===== src/rtl/sbe_pkg.sv =====
// package for the shift, bit-op and relative-branch execute block
// assumes one core instruction clock and a decoder in the same domain
`default_nettype none

package sbe_pkg;

    // =========================================================
    // widths and fixed figures
    localparam int DATA_W = 8;
    localparam int ADDR_W = 7;
    localparam int PC_W = 15;
    localparam int OFFS_W = 9;
    localparam int BIT_IDX_W = 3;
    localparam int MULTI_CYCLES = 2; // cycles of a branch or a taken skip
    localparam int NIBBLE_MSB = 3;
    localparam int SIGN_BIT = 7;

    // =========================================================
    // destination select values
    localparam logic DEST_ACC = 1'h0;
    localparam logic DEST_FILE = 1'h1;

    // =========================================================
    // values after reset
    localparam logic [DATA_W-1:0] ACC_RESET = 8'h00;
    localparam logic [PC_W-1:0] PC_RESET = 15'h0000;
    localparam logic [ADDR_W-1:0] ADDR_RESET = 7'h00;

    // =========================================================
    // operations handled here
    typedef enum logic [2:0] {
        SBE_OP_ARITH_SHIFT_RIGHT_FILE,
        SBE_OP_ADD_WITH_CARRY_FILE,
        SBE_OP_BIT_CLEAR_FILE,
        SBE_OP_BIT_SET_FILE,
        SBE_OP_SKIP_IF_BIT_CLEAR,
        SBE_OP_JUMP_RELATIVE_LITERAL,
        SBE_OP_JUMP_RELATIVE_ACCUMULATOR
    } sbe_op_t;

    // decoded instruction with its operand fields
    typedef struct packed {
        sbe_op_t op;
        logic [ADDR_W-1:0] file_addr;
        logic dest;
        logic [BIT_IDX_W-1:0] bit_idx;
        logic [OFFS_W-1:0] offset;
    } sbe_instr_t;

    // status flags
    typedef struct packed {
        logic unsigned_overflow_bit;
        logic nibble_overflow_bit;
        logic result_null_bit;
    } sbe_flags_t;

    // execute states
    typedef enum logic {
        SBE_EXEC,
        SBE_IDLE_SLOT
    } sbe_state_t;

    // whole state of the execute block
    typedef struct packed {
        sbe_state_t state;
        logic [DATA_W-1:0] acc;
        sbe_flags_t flags;
        logic file_we;
        logic [ADDR_W-1:0] file_addr;
        logic [DATA_W-1:0] file_data;
        logic pc_load;
        logic [PC_W-1:0] pc_value;
        logic discard;
        logic ready;
        logic acc_we;
    } sbe_regs_t;

endpackage

`default_nettype wire


===== src/rtl/sbe_exec.sv =====
// execute stage for shift, add-with-carry, bit ops, skip and relative jumps
// assumes the decoder hands over the instruction, the addressed file value
// and the already incremented program counter on the same clock
`timescale 1ns/10ps
`default_nettype none

module sbe_exec (
    // clock and reset
    input wire logic SYS_CLK_I,
    input wire logic RST_I,
    // instruction from decoder
    input wire logic ISSUE_I,
    input wire sbe_pkg::sbe_instr_t INSTR_I,
    input wire logic [7:0] FILE_DATA_I,
    input wire logic [14:0] PC_NEXT_I,
    // core state
    output logic READY_O,
    output logic [7:0] ACC_O,
    output logic ACC_WE_O,
    output var sbe_pkg::sbe_flags_t FLAGS_O,
    // data memory write
    output logic FILE_WE_O,
    output logic [6:0] FILE_ADDR_O,
    output logic [7:0] FILE_DATA_O,
    // program counter control
    output logic PC_LOAD_O,
    output logic [14:0] PC_VALUE_O,
    output logic DISCARD_O
);

    // =========================================================
    // state registers
    sbe_pkg::sbe_regs_t st_r;
    sbe_pkg::sbe_regs_t st_nxt;
    logic take;
    logic [8:0] sum;
    logic [4:0] nib_sum;
    logic [7:0] result;

    assign take = ISSUE_I && st_r.ready;

    // next state of the execute stage
    always_comb begin
        st_nxt = st_r;
        st_nxt.file_we = 1'h0;
        st_nxt.acc_we = 1'h0;
        st_nxt.pc_load = 1'h0;
        st_nxt.discard = 1'h0;
        st_nxt.ready = 1'h1;
        st_nxt.state = sbe_pkg::SBE_EXEC;
        sum = {1'h0, st_r.acc} + {1'h0, FILE_DATA_I} + {8'h00, st_r.flags.unsigned_overflow_bit};
        nib_sum = {1'h0, st_r.acc[3:0]} + {1'h0, FILE_DATA_I[3:0]}
            + {4'h0, st_r.flags.unsigned_overflow_bit};
        result = FILE_DATA_I;
        case (st_r.state)
            sbe_pkg::SBE_EXEC: begin
                if (take) begin
                    case (INSTR_I.op)
                        sbe_pkg::SBE_OP_ARITH_SHIFT_RIGHT_FILE: begin
                            result = {FILE_DATA_I[sbe_pkg::SIGN_BIT], FILE_DATA_I[7:1]};
                            st_nxt.flags.unsigned_overflow_bit = FILE_DATA_I[0];
                            st_nxt.flags.result_null_bit = (result == 8'h00);
                        end
                        sbe_pkg::SBE_OP_ADD_WITH_CARRY_FILE: begin
                            result = sum[7:0];
                            st_nxt.flags.unsigned_overflow_bit = sum[8];
                            st_nxt.flags.nibble_overflow_bit = nib_sum[4];
                            st_nxt.flags.result_null_bit = (result == 8'h00);
                        end
                        sbe_pkg::SBE_OP_BIT_CLEAR_FILE: begin
                            result[INSTR_I.bit_idx] = 1'h0;
                        end
                        sbe_pkg::SBE_OP_BIT_SET_FILE: begin
                            result[INSTR_I.bit_idx] = 1'h1;
                        end
                        sbe_pkg::SBE_OP_SKIP_IF_BIT_CLEAR: begin
                            if (!FILE_DATA_I[INSTR_I.bit_idx]) begin
                                st_nxt.discard = 1'h1;
                                st_nxt.ready = 1'h0;
                                st_nxt.state = sbe_pkg::SBE_IDLE_SLOT;
                            end
                        end
                        sbe_pkg::SBE_OP_JUMP_RELATIVE_LITERAL: begin
                            st_nxt.pc_value = PC_NEXT_I
                                + {{6{INSTR_I.offset[8]}}, INSTR_I.offset};
                            st_nxt.pc_load = 1'h1;
                            st_nxt.discard = 1'h1;
                            st_nxt.ready = 1'h0;
                            st_nxt.state = sbe_pkg::SBE_IDLE_SLOT;
                        end
                        sbe_pkg::SBE_OP_JUMP_RELATIVE_ACCUMULATOR: begin
                            st_nxt.pc_value = PC_NEXT_I + {7'h00, st_r.acc};
                            st_nxt.pc_load = 1'h1;
                            st_nxt.discard = 1'h1;
                            st_nxt.ready = 1'h0;
                            st_nxt.state = sbe_pkg::SBE_IDLE_SLOT;
                        end
                        default: begin
                            st_nxt.state = sbe_pkg::SBE_EXEC;
                        end
                    endcase
                    // route the result of shift and add by the destination bit
                    if (INSTR_I.op == sbe_pkg::SBE_OP_ARITH_SHIFT_RIGHT_FILE
                        || INSTR_I.op == sbe_pkg::SBE_OP_ADD_WITH_CARRY_FILE) begin
                        if (INSTR_I.dest == sbe_pkg::DEST_ACC) begin
                            st_nxt.acc = result;
                            st_nxt.acc_we = 1'h1;
                        end else begin
                            st_nxt.file_we = 1'h1;
                        end
                    end
                    // bit ops always write back to the file register
                    if (INSTR_I.op == sbe_pkg::SBE_OP_BIT_CLEAR_FILE
                        || INSTR_I.op == sbe_pkg::SBE_OP_BIT_SET_FILE) begin
                        st_nxt.file_we = 1'h1;
                    end
                    st_nxt.file_addr = INSTR_I.file_addr;
                    st_nxt.file_data = result;
                end
            end
            sbe_pkg::SBE_IDLE_SLOT: begin
                // the substituted idle cycle; issue is refused here
                st_nxt.state = sbe_pkg::SBE_EXEC;
            end
            default: begin
                st_nxt.state = sbe_pkg::SBE_EXEC;
            end
        endcase
    end

    // register the state
    always_ff @(posedge SYS_CLK_I) begin
        if (RST_I) begin
            st_r <= '{state: sbe_pkg::SBE_EXEC, acc: sbe_pkg::ACC_RESET, flags: 3'h0,
                file_we: 1'h0, file_addr: sbe_pkg::ADDR_RESET, file_data: 8'h00,
                pc_load: 1'h0, pc_value: sbe_pkg::PC_RESET, discard: 1'h0,
                ready: 1'h1, acc_we: 1'h0};
        end else begin
            st_r <= st_nxt;
        end
    end

    // outputs straight from the state flip-flops
    assign READY_O = st_r.ready;
    assign ACC_O = st_r.acc;
    assign ACC_WE_O = st_r.acc_we;
    assign FLAGS_O = st_r.flags;
    assign FILE_WE_O = st_r.file_we;
    assign FILE_ADDR_O = st_r.file_addr;
    assign FILE_DATA_O = st_r.file_data;
    assign PC_LOAD_O = st_r.pc_load;
    assign PC_VALUE_O = st_r.pc_value;
    assign DISCARD_O = st_r.discard;

    sbe_pkg::sbe_op_t p_op;
    logic p_take;
    assign p_op = INSTR_I.op;

    always_ff @(posedge SYS_CLK_I) begin
        if (RST_I) begin
            p_take <= 1'h0;
        end else begin
            p_take <= take;
        end
    end
endmodule

`default_nettype wire


===== config.mk =====
export PLATFORM = sky130hd
export DESIGN_NAME = sbe_exec
export DESIGN_NICKNAME = d
export VERILOG_FILES = /design/src/rtl/sbe_pkg.sv /design/src/rtl/sbe_exec.sv
export SDC_FILE = /design/constraint.sdc
export NUM_CORES = 1
export LEC_CHECK = 0
export BUFFER_PORTS_ARGS = -buffer_cell sky130_fd_sc_hd__buf_2
export CAP_MARGIN = 0
export CORE_UTILIZATION = 53
export CTS_CLUSTER_SIZE = 40
export DETAILED_ROUTE_END_ITERATION = 8
export GPL_ROUTABILITY_DRIVEN = 1
export HOLD_SLACK_MARGIN = 0.03
export PLACE_DENSITY = 0.86
export SYNTH_ARGS = -nofsm -noshare
export SYNTH_HDL_FRONTEND = slang
export SYNTH_SLANG_ARGS = --single-unit

===== constraint.sdc =====
create_clock -name SYS_CLK_I -period 3.1 [get_ports SYS_CLK_I]
set_input_delay 0.155 -clock SYS_CLK_I [delete_from_list [all_inputs] [get_ports SYS_CLK_I]]
set_output_delay 0.155 -clock SYS_CLK_I [all_outputs]
set_load 0.05 [all_outputs]

* Word level (Yosys, flattened, before mapping)
Index checks and enable logic that the tools add are counted.
W data, S select, Z words.
** Cells by class
- $add $sub $neg :: 6
- $lt $le $gt $ge :: 2
- Equal/unequal tests :: 6
- Multiplexer cells :: 22
- Bitwise gates (word level) :: 7
- Reductions and logical operators :: 17
** Operators with widths (number)
- $mux W47 :: 1
- $pmux W16 S2 :: 1
- $pmux W8 S4 :: 1
- $logic_not A8 Y1 :: 2
- $mux W8 :: 2
- $add A15 B15 Y15 :: 1
- $add A15 B8 Y15 :: 1
- $add A8 B8 Y9 :: 1
- $add A9 B1 Y9 :: 1
- $eq A3 B3 Y1 const B :: 3
- $mux W1 :: 9
- $reduce_and A3 Y1 :: 3
- $and A8 B8 Y8 :: 1
- $not A8 Y8 :: 1
- $or A8 B8 Y8 :: 1
- $pmux W1 S2 :: 4
- $eq A3 B2 Y1 const B :: 2
- $add A4 B4 Y5 :: 1
- $add A5 B1 Y5 :: 1
- $lt A3 B4 Y1 const B :: 1
- $not A1 Y1 :: 4
- $pmux W2 S2 :: 1
- $reduce_and A4 Y1 :: 1
- $reduce_bool A2 Y1 :: 2
- other kinds (12) :: 14
** Storage, ports and cells
- Flip-flop bits (word level) :: 47
- Input bits :: 49
- Output and inout bits :: 46
- Word-level logic and storage cells :: 73

* Logic depth before layout (Yosys ltp)
- Word-level depth :: 11
- Depth in mapped cells :: 13
- Mapped depth without buffers :: 12

* Least setup slack after synthesis
No wires, ideal clock.
- Path kind :: register to register
- From :: register st_r (netlist bit ACC_O[0])
- To :: register st_r (netlist bit FILE_DATA_O[4])
- Setup time :: 0.137 ns
- Data arrival time :: 2.454 ns
- Required time :: 2.963 ns
- Path slack :: 0.510 ns
- Cell stages (with the launch flop) :: 10
- Path buffers :: 0
- Clock period less this slack :: 2.590 ns
- Path through :: dfxtp_1 -> fa_1 -> inv_1 -> fa_1 -> nand2b_1 -> nand2b_1 -> a21oi_1 -> xnor2_1 -> a2111oi_0 -> o21ai_1
** On the way
- Word-level cells in the longest chain between the ends :: 3
** Ends and longest elaborated chain
- start, declared :: line sbe_exec.sv:33 : sbe_pkg::sbe_regs_t st_r;
- start signal, assigned :: line sbe_exec.sv:134 : st_r <= '{state: sbe_pkg::SBE_EXEC, acc: sbe_pkg::ACC_RESET, flags: 3'h0,
- start signal, assigned :: line sbe_exec.sv:139 : st_r <= st_nxt;
- $add A8 B8 Y9 :: line sbe_exec.sv:51 : sum = {1'h0, st_r.acc} + {1'h0, FILE_DATA_I} + {8'h00, st_r.flags.unsigned_overflow_bit};
- $add A9 B1 Y9 :: line sbe_exec.sv:51
- $pmux W8 S4 :: line sbe_exec.sv:58 : case (INSTR_I.op)
Every way passes these cells.
A chain may end at the register's enable or synchronous reset.

* Final worst setup path
- From :: register st_r (netlist bit ACC_O[0])
- To :: register st_r (netlist bit ACC_O[4])
Same word-level chain as after synthesis.

==> impl_metrics.xml <==
<?xml version="1.0" encoding="UTF-8"?>
<metrics>
  <group name="power_and_ir_drop">
    <metric name="max-vdd-ir-drop" unit="mV">0.298</metric>
    <metric name="pwr_density_cell" unit="mW/mm^2">405</metric>
    <metric name="p_leak" unit="nW">1.80</metric>
  </group>
  <group name="clock_network">
    <metric name="ctsLongestPathBuffers" unit="">2</metric>
    <metric name="tritoncts" unit="">yes</metric>
    <metric name="tritoncts.num_buffers" unit="">5</metric>
    <metric name="clkTransAtPathRegs" unit="ns">0.09</metric>
    <metric name="ctsHoldBuffers" unit="">0</metric>
    <metric name="ctsResizeCount" unit="">0</metric>
    <metric name="cts.sink_count" unit="">46</metric>
    <metric name="root_buffer" unit="">clkbuf_8</metric>
    <metric name="insertion_delay" unit="ns">0.30</metric>
    <metric name="cts_post_setup_buffers_inserted" unit="">0</metric>
    <metric name="number_of_levels_in_the_clock_h_tree" unit="">2</metric>
  </group>
  <group name="route">
    <metric name="drc_errors" unit="">0</metric>
    <metric name="drt_iter0_drc" unit="">175</metric>
    <metric name="antenna_violating_nets_post_route" unit="">0</metric>
    <metric name="wl_per_cell" unit="um">15.6</metric>
    <metric name="drt-total-wl" unit="mm">9.11</metric>
    <metric name="vias_post_dr" unit="">3517</metric>
    <metric name="firstDrtPassIters" unit="">5</metric>
    <metric name="detail_route.vias_per_cell" unit="">6.01</metric>
  </group>
  <group name="floorplan">
    <metric name="io-pin-count" unit="">95</metric>
    <metric name="die_w" unit="um">80.8</metric>
    <metric name="initial_core_util" unit="%">55.2</metric>
    <metric name="die_area" unit="sq mm">0.00653</metric>
    <metric name="rows" unit="">28</metric>
    <metric name="floorplan.core_area" unit="sq mm">0.00596</metric>
    <metric name="floorplan.die.height" unit="um">80.8</metric>
  </group>
  <group name="synthesis">
    <metric name="number_of_storage_elements_in_the_synthesis_netlist" unit="">46</metric>
    <metric name="post_synth_num_cell_types" unit="">61</metric>
    <metric name="synth_top_area_cells" unit="">dfxtp_1 (28%), nand2_1 (8.1%), ha_1 (8.0%), nor2_1 (4.9%), a21oi_1 (4.6%)</metric>
    <metric name="synth_async_sr_flop_share" unit="%">0</metric>
    <metric name="count_of_flip_flops_with_a_built_in_enable_after_synthesis" unit="">0</metric>
    <metric name="synth.yosys.seq_area_share" unit="%">28.0</metric>
    <metric name="synth_flop_cell" unit="">dfxtp_1</metric>
    <metric name="netlist_area" unit="sq mm">0.00329</metric>
    <metric name="cell_count_after_synthesis" unit="">423</metric>
    <metric name="fraction_of_synthesized_cell_area_taken_by_the_top_area_cell_type" unit="%">28.0</metric>
    <metric name="mappedNetlistNets" unit="">496</metric>
    <metric name="yosys.area.top_type" unit="">dfxtp_1</metric>
    <metric name="postSynthAreaPerCell" unit="sq um">7.78</metric>
    <metric name="warnings_from_yosys" unit="">0</metric>
  </group>
  <group name="global_routing">
    <metric name="grt_util_all_layers" unit="%">28.1</metric>
    <metric name="grt_first_pass_wirelength" unit="mm">14.2</metric>
    <metric name="maximum_number_of_pins_on_one_net_before_global_route_repair" unit="">55</metric>
    <metric name="first_global_vias" unit="">3036</metric>
    <metric name="grt_antenna_before_repair" unit="">0</metric>
    <metric name="gr-total-overflow" unit="">0</metric>
  </group>
  <group name="setup_path">
    <metric name="startpoint_type_of_the_worst_setup_path" unit="">flop</metric>
    <metric name="worst_ep_arrival_time" unit="ns">2.69</metric>
    <metric name="cp_max_fo" unit="">4</metric>
    <metric name="timing.critical_path.required" unit="ns">3.26</metric>
    <metric name="cp-end-kind" unit="">flop</metric>
    <metric name="path_class" unit="">flop to flop</metric>
    <metric name="timing.reg2reg.setup_slack" unit="ns">0.56</metric>
  </group>
  <group name="flow_run">
    <metric name="cap_violations" unit="">0</metric>
  </group>
  <group name="cells_and_area">
    <metric name="layout.core_utilization" unit="%">65.5</metric>
    <metric name="final_nets" unit="">582</metric>
    <metric name="insertedDiodeCount" unit="">0</metric>
    <metric name="flow.area_growth_from_synthesis" unit="%">18.6</metric>
    <metric name="fillers" unit="">545</metric>
    <metric name="post_route_cells_drive_above_1_share" unit="%">23.5</metric>
    <metric name="final_area" unit="sq mm">0.00390</metric>
  </group>
  <group name="sta">
    <metric name="max_slew_margin" unit="%">37.1</metric>
    <metric name="finalCritPeriodShare" unit="%">81.9</metric>
    <metric name="setup_violations" unit="">0</metric>
    <metric name="rsz0062_at_grt" unit="">false</metric>
    <metric name="fmax" unit="MHz">394</metric>
    <metric name="post-route-min-period" unit="ns">2.54</metric>
    <metric name="slew_violations" unit="">0</metric>
    <metric name="timing.clock.skew" unit="ns">0.00533</metric>
    <metric name="fin_tns_setup" unit="ns">0</metric>
    <metric name="hold_viol" unit="">0</metric>
    <metric name="worst-slew-pin-transition" unit="ns">0.943</metric>
  </group>
  <group name="placement">
    <metric name="post_dp_cell_area" unit="sq mm">0.00381</metric>
    <metric name="port-buffer-count" unit="">94</metric>
    <metric name="dp_hpwl" unit="mm">6.96</metric>
    <metric name="finalWeightedCongestion" unit="">0.984</metric>
  </group>
  <group name="min_path">
    <metric name="hp-class" unit="">primary input to flop</metric>
  </group>
  <group name="status">
    <metric name="status" unit="">complete, no violations</metric>
  </group>
</metrics>
[sequential cells by signal, summed over array words and instances (netlist names)]
signal	cells
st_r	1
FILE_WE_O	1
PC_LOAD_O	1
FLAGS_O	3
PC_VALUE_O	15
ACC_O	8
READY_O	1
ACC_WE_O	1
FILE_DATA_O	8
FILE_ADDR_O	7
[placed cells by master (no fill, tap or decap), types with 2 or more instances in the layout]
master / n
a2111oi_0: 3
a211oi_1: 17
a21o_1: 8
a21oi_1: 30
a221oi_1: 5
a22oi_1: 2
a31oi_1: 2
and3_1: 4
buf_2: 94
buf_4: 9
clkbuf_8: 6
dfxtp_1: 46
fa_1: 3
ha_1: 21
inv_1: 13
mux2_2: 2
mux2i_1: 6
nand2_1: 71
nand2b_1: 7
nand3_1: 4
nand3b_1: 10
nand4_1: 3
nand4b_1: 2
nor2_1: 43
nor2b_1: 7
nor3_1: 13
nor3b_1: 4
nor4_1: 4
o211ai_1: 3
o21a_1: 4
o21ai_0: 13
o21ai_1: 2
o21bai_1: 2
o22ai_1: 3
o31ai_1: 2
or3_1: 3
xnor2_1: 10
xor2_1: 5
[critical path, cell delays in order (launching register included)]
cell       delay, ns
dfxtp_1         0.37
fa_1            0.45
inv_1           0.09
fa_1            0.20
nand2b_1        0.14
nand2b_1        0.06
a21oi_1         0.26
xnor2_1         0.16
a2111oi_0       0.43
buf_4           0.19
o31ai_1         0.06
[metrics by stage]
| stage | hold WS [ns] | power, mW | setup slack [ns] | instances |
|---|---|---|---|---|
| global route | 0.0912 | 1.66 | 0.349 | 585 |
| CTS | 0.0864 | 1.58 | 0.573 | 585 |
| finish | 0.0882 | 1.58 | 0.563 | 585 |
| floorplan | 0.291 | 1.06 | 0.510 | 423 |
| detailed placement | 0.406 | 1.20 | 0.418 | 577 |
| global placement | 0.397 | 1.19 | 0.495 | 577 |
[path summary, 6_finish.rpt]
check	from	end	cells after the start
min reg2reg	PC_VALUE_O[4]	PC_VALUE_O[4]	2
max	ACC_O[0]	ACC_O[4]	10
max reg2reg	ACC_O[0]	ACC_O[4]	10
min	INSTR_I[18]	FILE_ADDR_O[5]	3
[synthesized netlist by cell type (10+ instances only)]
master	number
inv_1	13
nand3b_1	10
xnor2_1	10
nor3_1	13
clkbuf_1	12
a211oi_1	17
nand2_1	71
a21oi_1	30
nor2_1	43
o21ai_0	13
ha_1	21
dfxtp_1	46
[final cells by class]
type | count | area [sq um] | area share (%)
tap | 75 | 93.8 | 2.41
timing repair buffer | 103 | 538 | 13.8
multi-input combinational | 340 | 2200 | 56.5
clock buffer | 6 | 82.6 | 2.12
clock inverter | 2 | 12.5 | 0.321
inverter | 13 | 48.8 | 1.25
sequential | 46 | 921 | 23.6
[metal layers]
layer | vias to the layer above | GRT usage (%) | routed length, um
met2 | 164 | 48.9 | 4400
met5 | - | 0 | 0
met1 | 1627 | 35.3 | 3700
li1 | 1705 | - | -
met4 | 0 | 10.0 | 211
met3 | 21 | 3.93 | 804
[power by group]
part	internal, mW	total [mW]	switching [mW]
Sequential	0.624	0.644	0.0202
Combinational	0.190	0.549	0.359
Clock	0.179	0.387	0.208
Total	0.993	1.58	0.587
[cell families (layout without fill, tap and decap cells)]
logic type,count (synthesis),count (layout),share of synthesized area (%)
flip-flops,46,46,28.0
XOR/XNOR,15,15,3.99
multiplexers,10,10,3.54
adder cells (fa/ha/maj),24,24,9.81
AO/OA/AOI/OAI,111,111,23.4
buffers and inverters,37,124,4.98
AND/OR/NAND/NOR,180,180,26.2
Note: power is estimated with default switching activity, not from simulation.
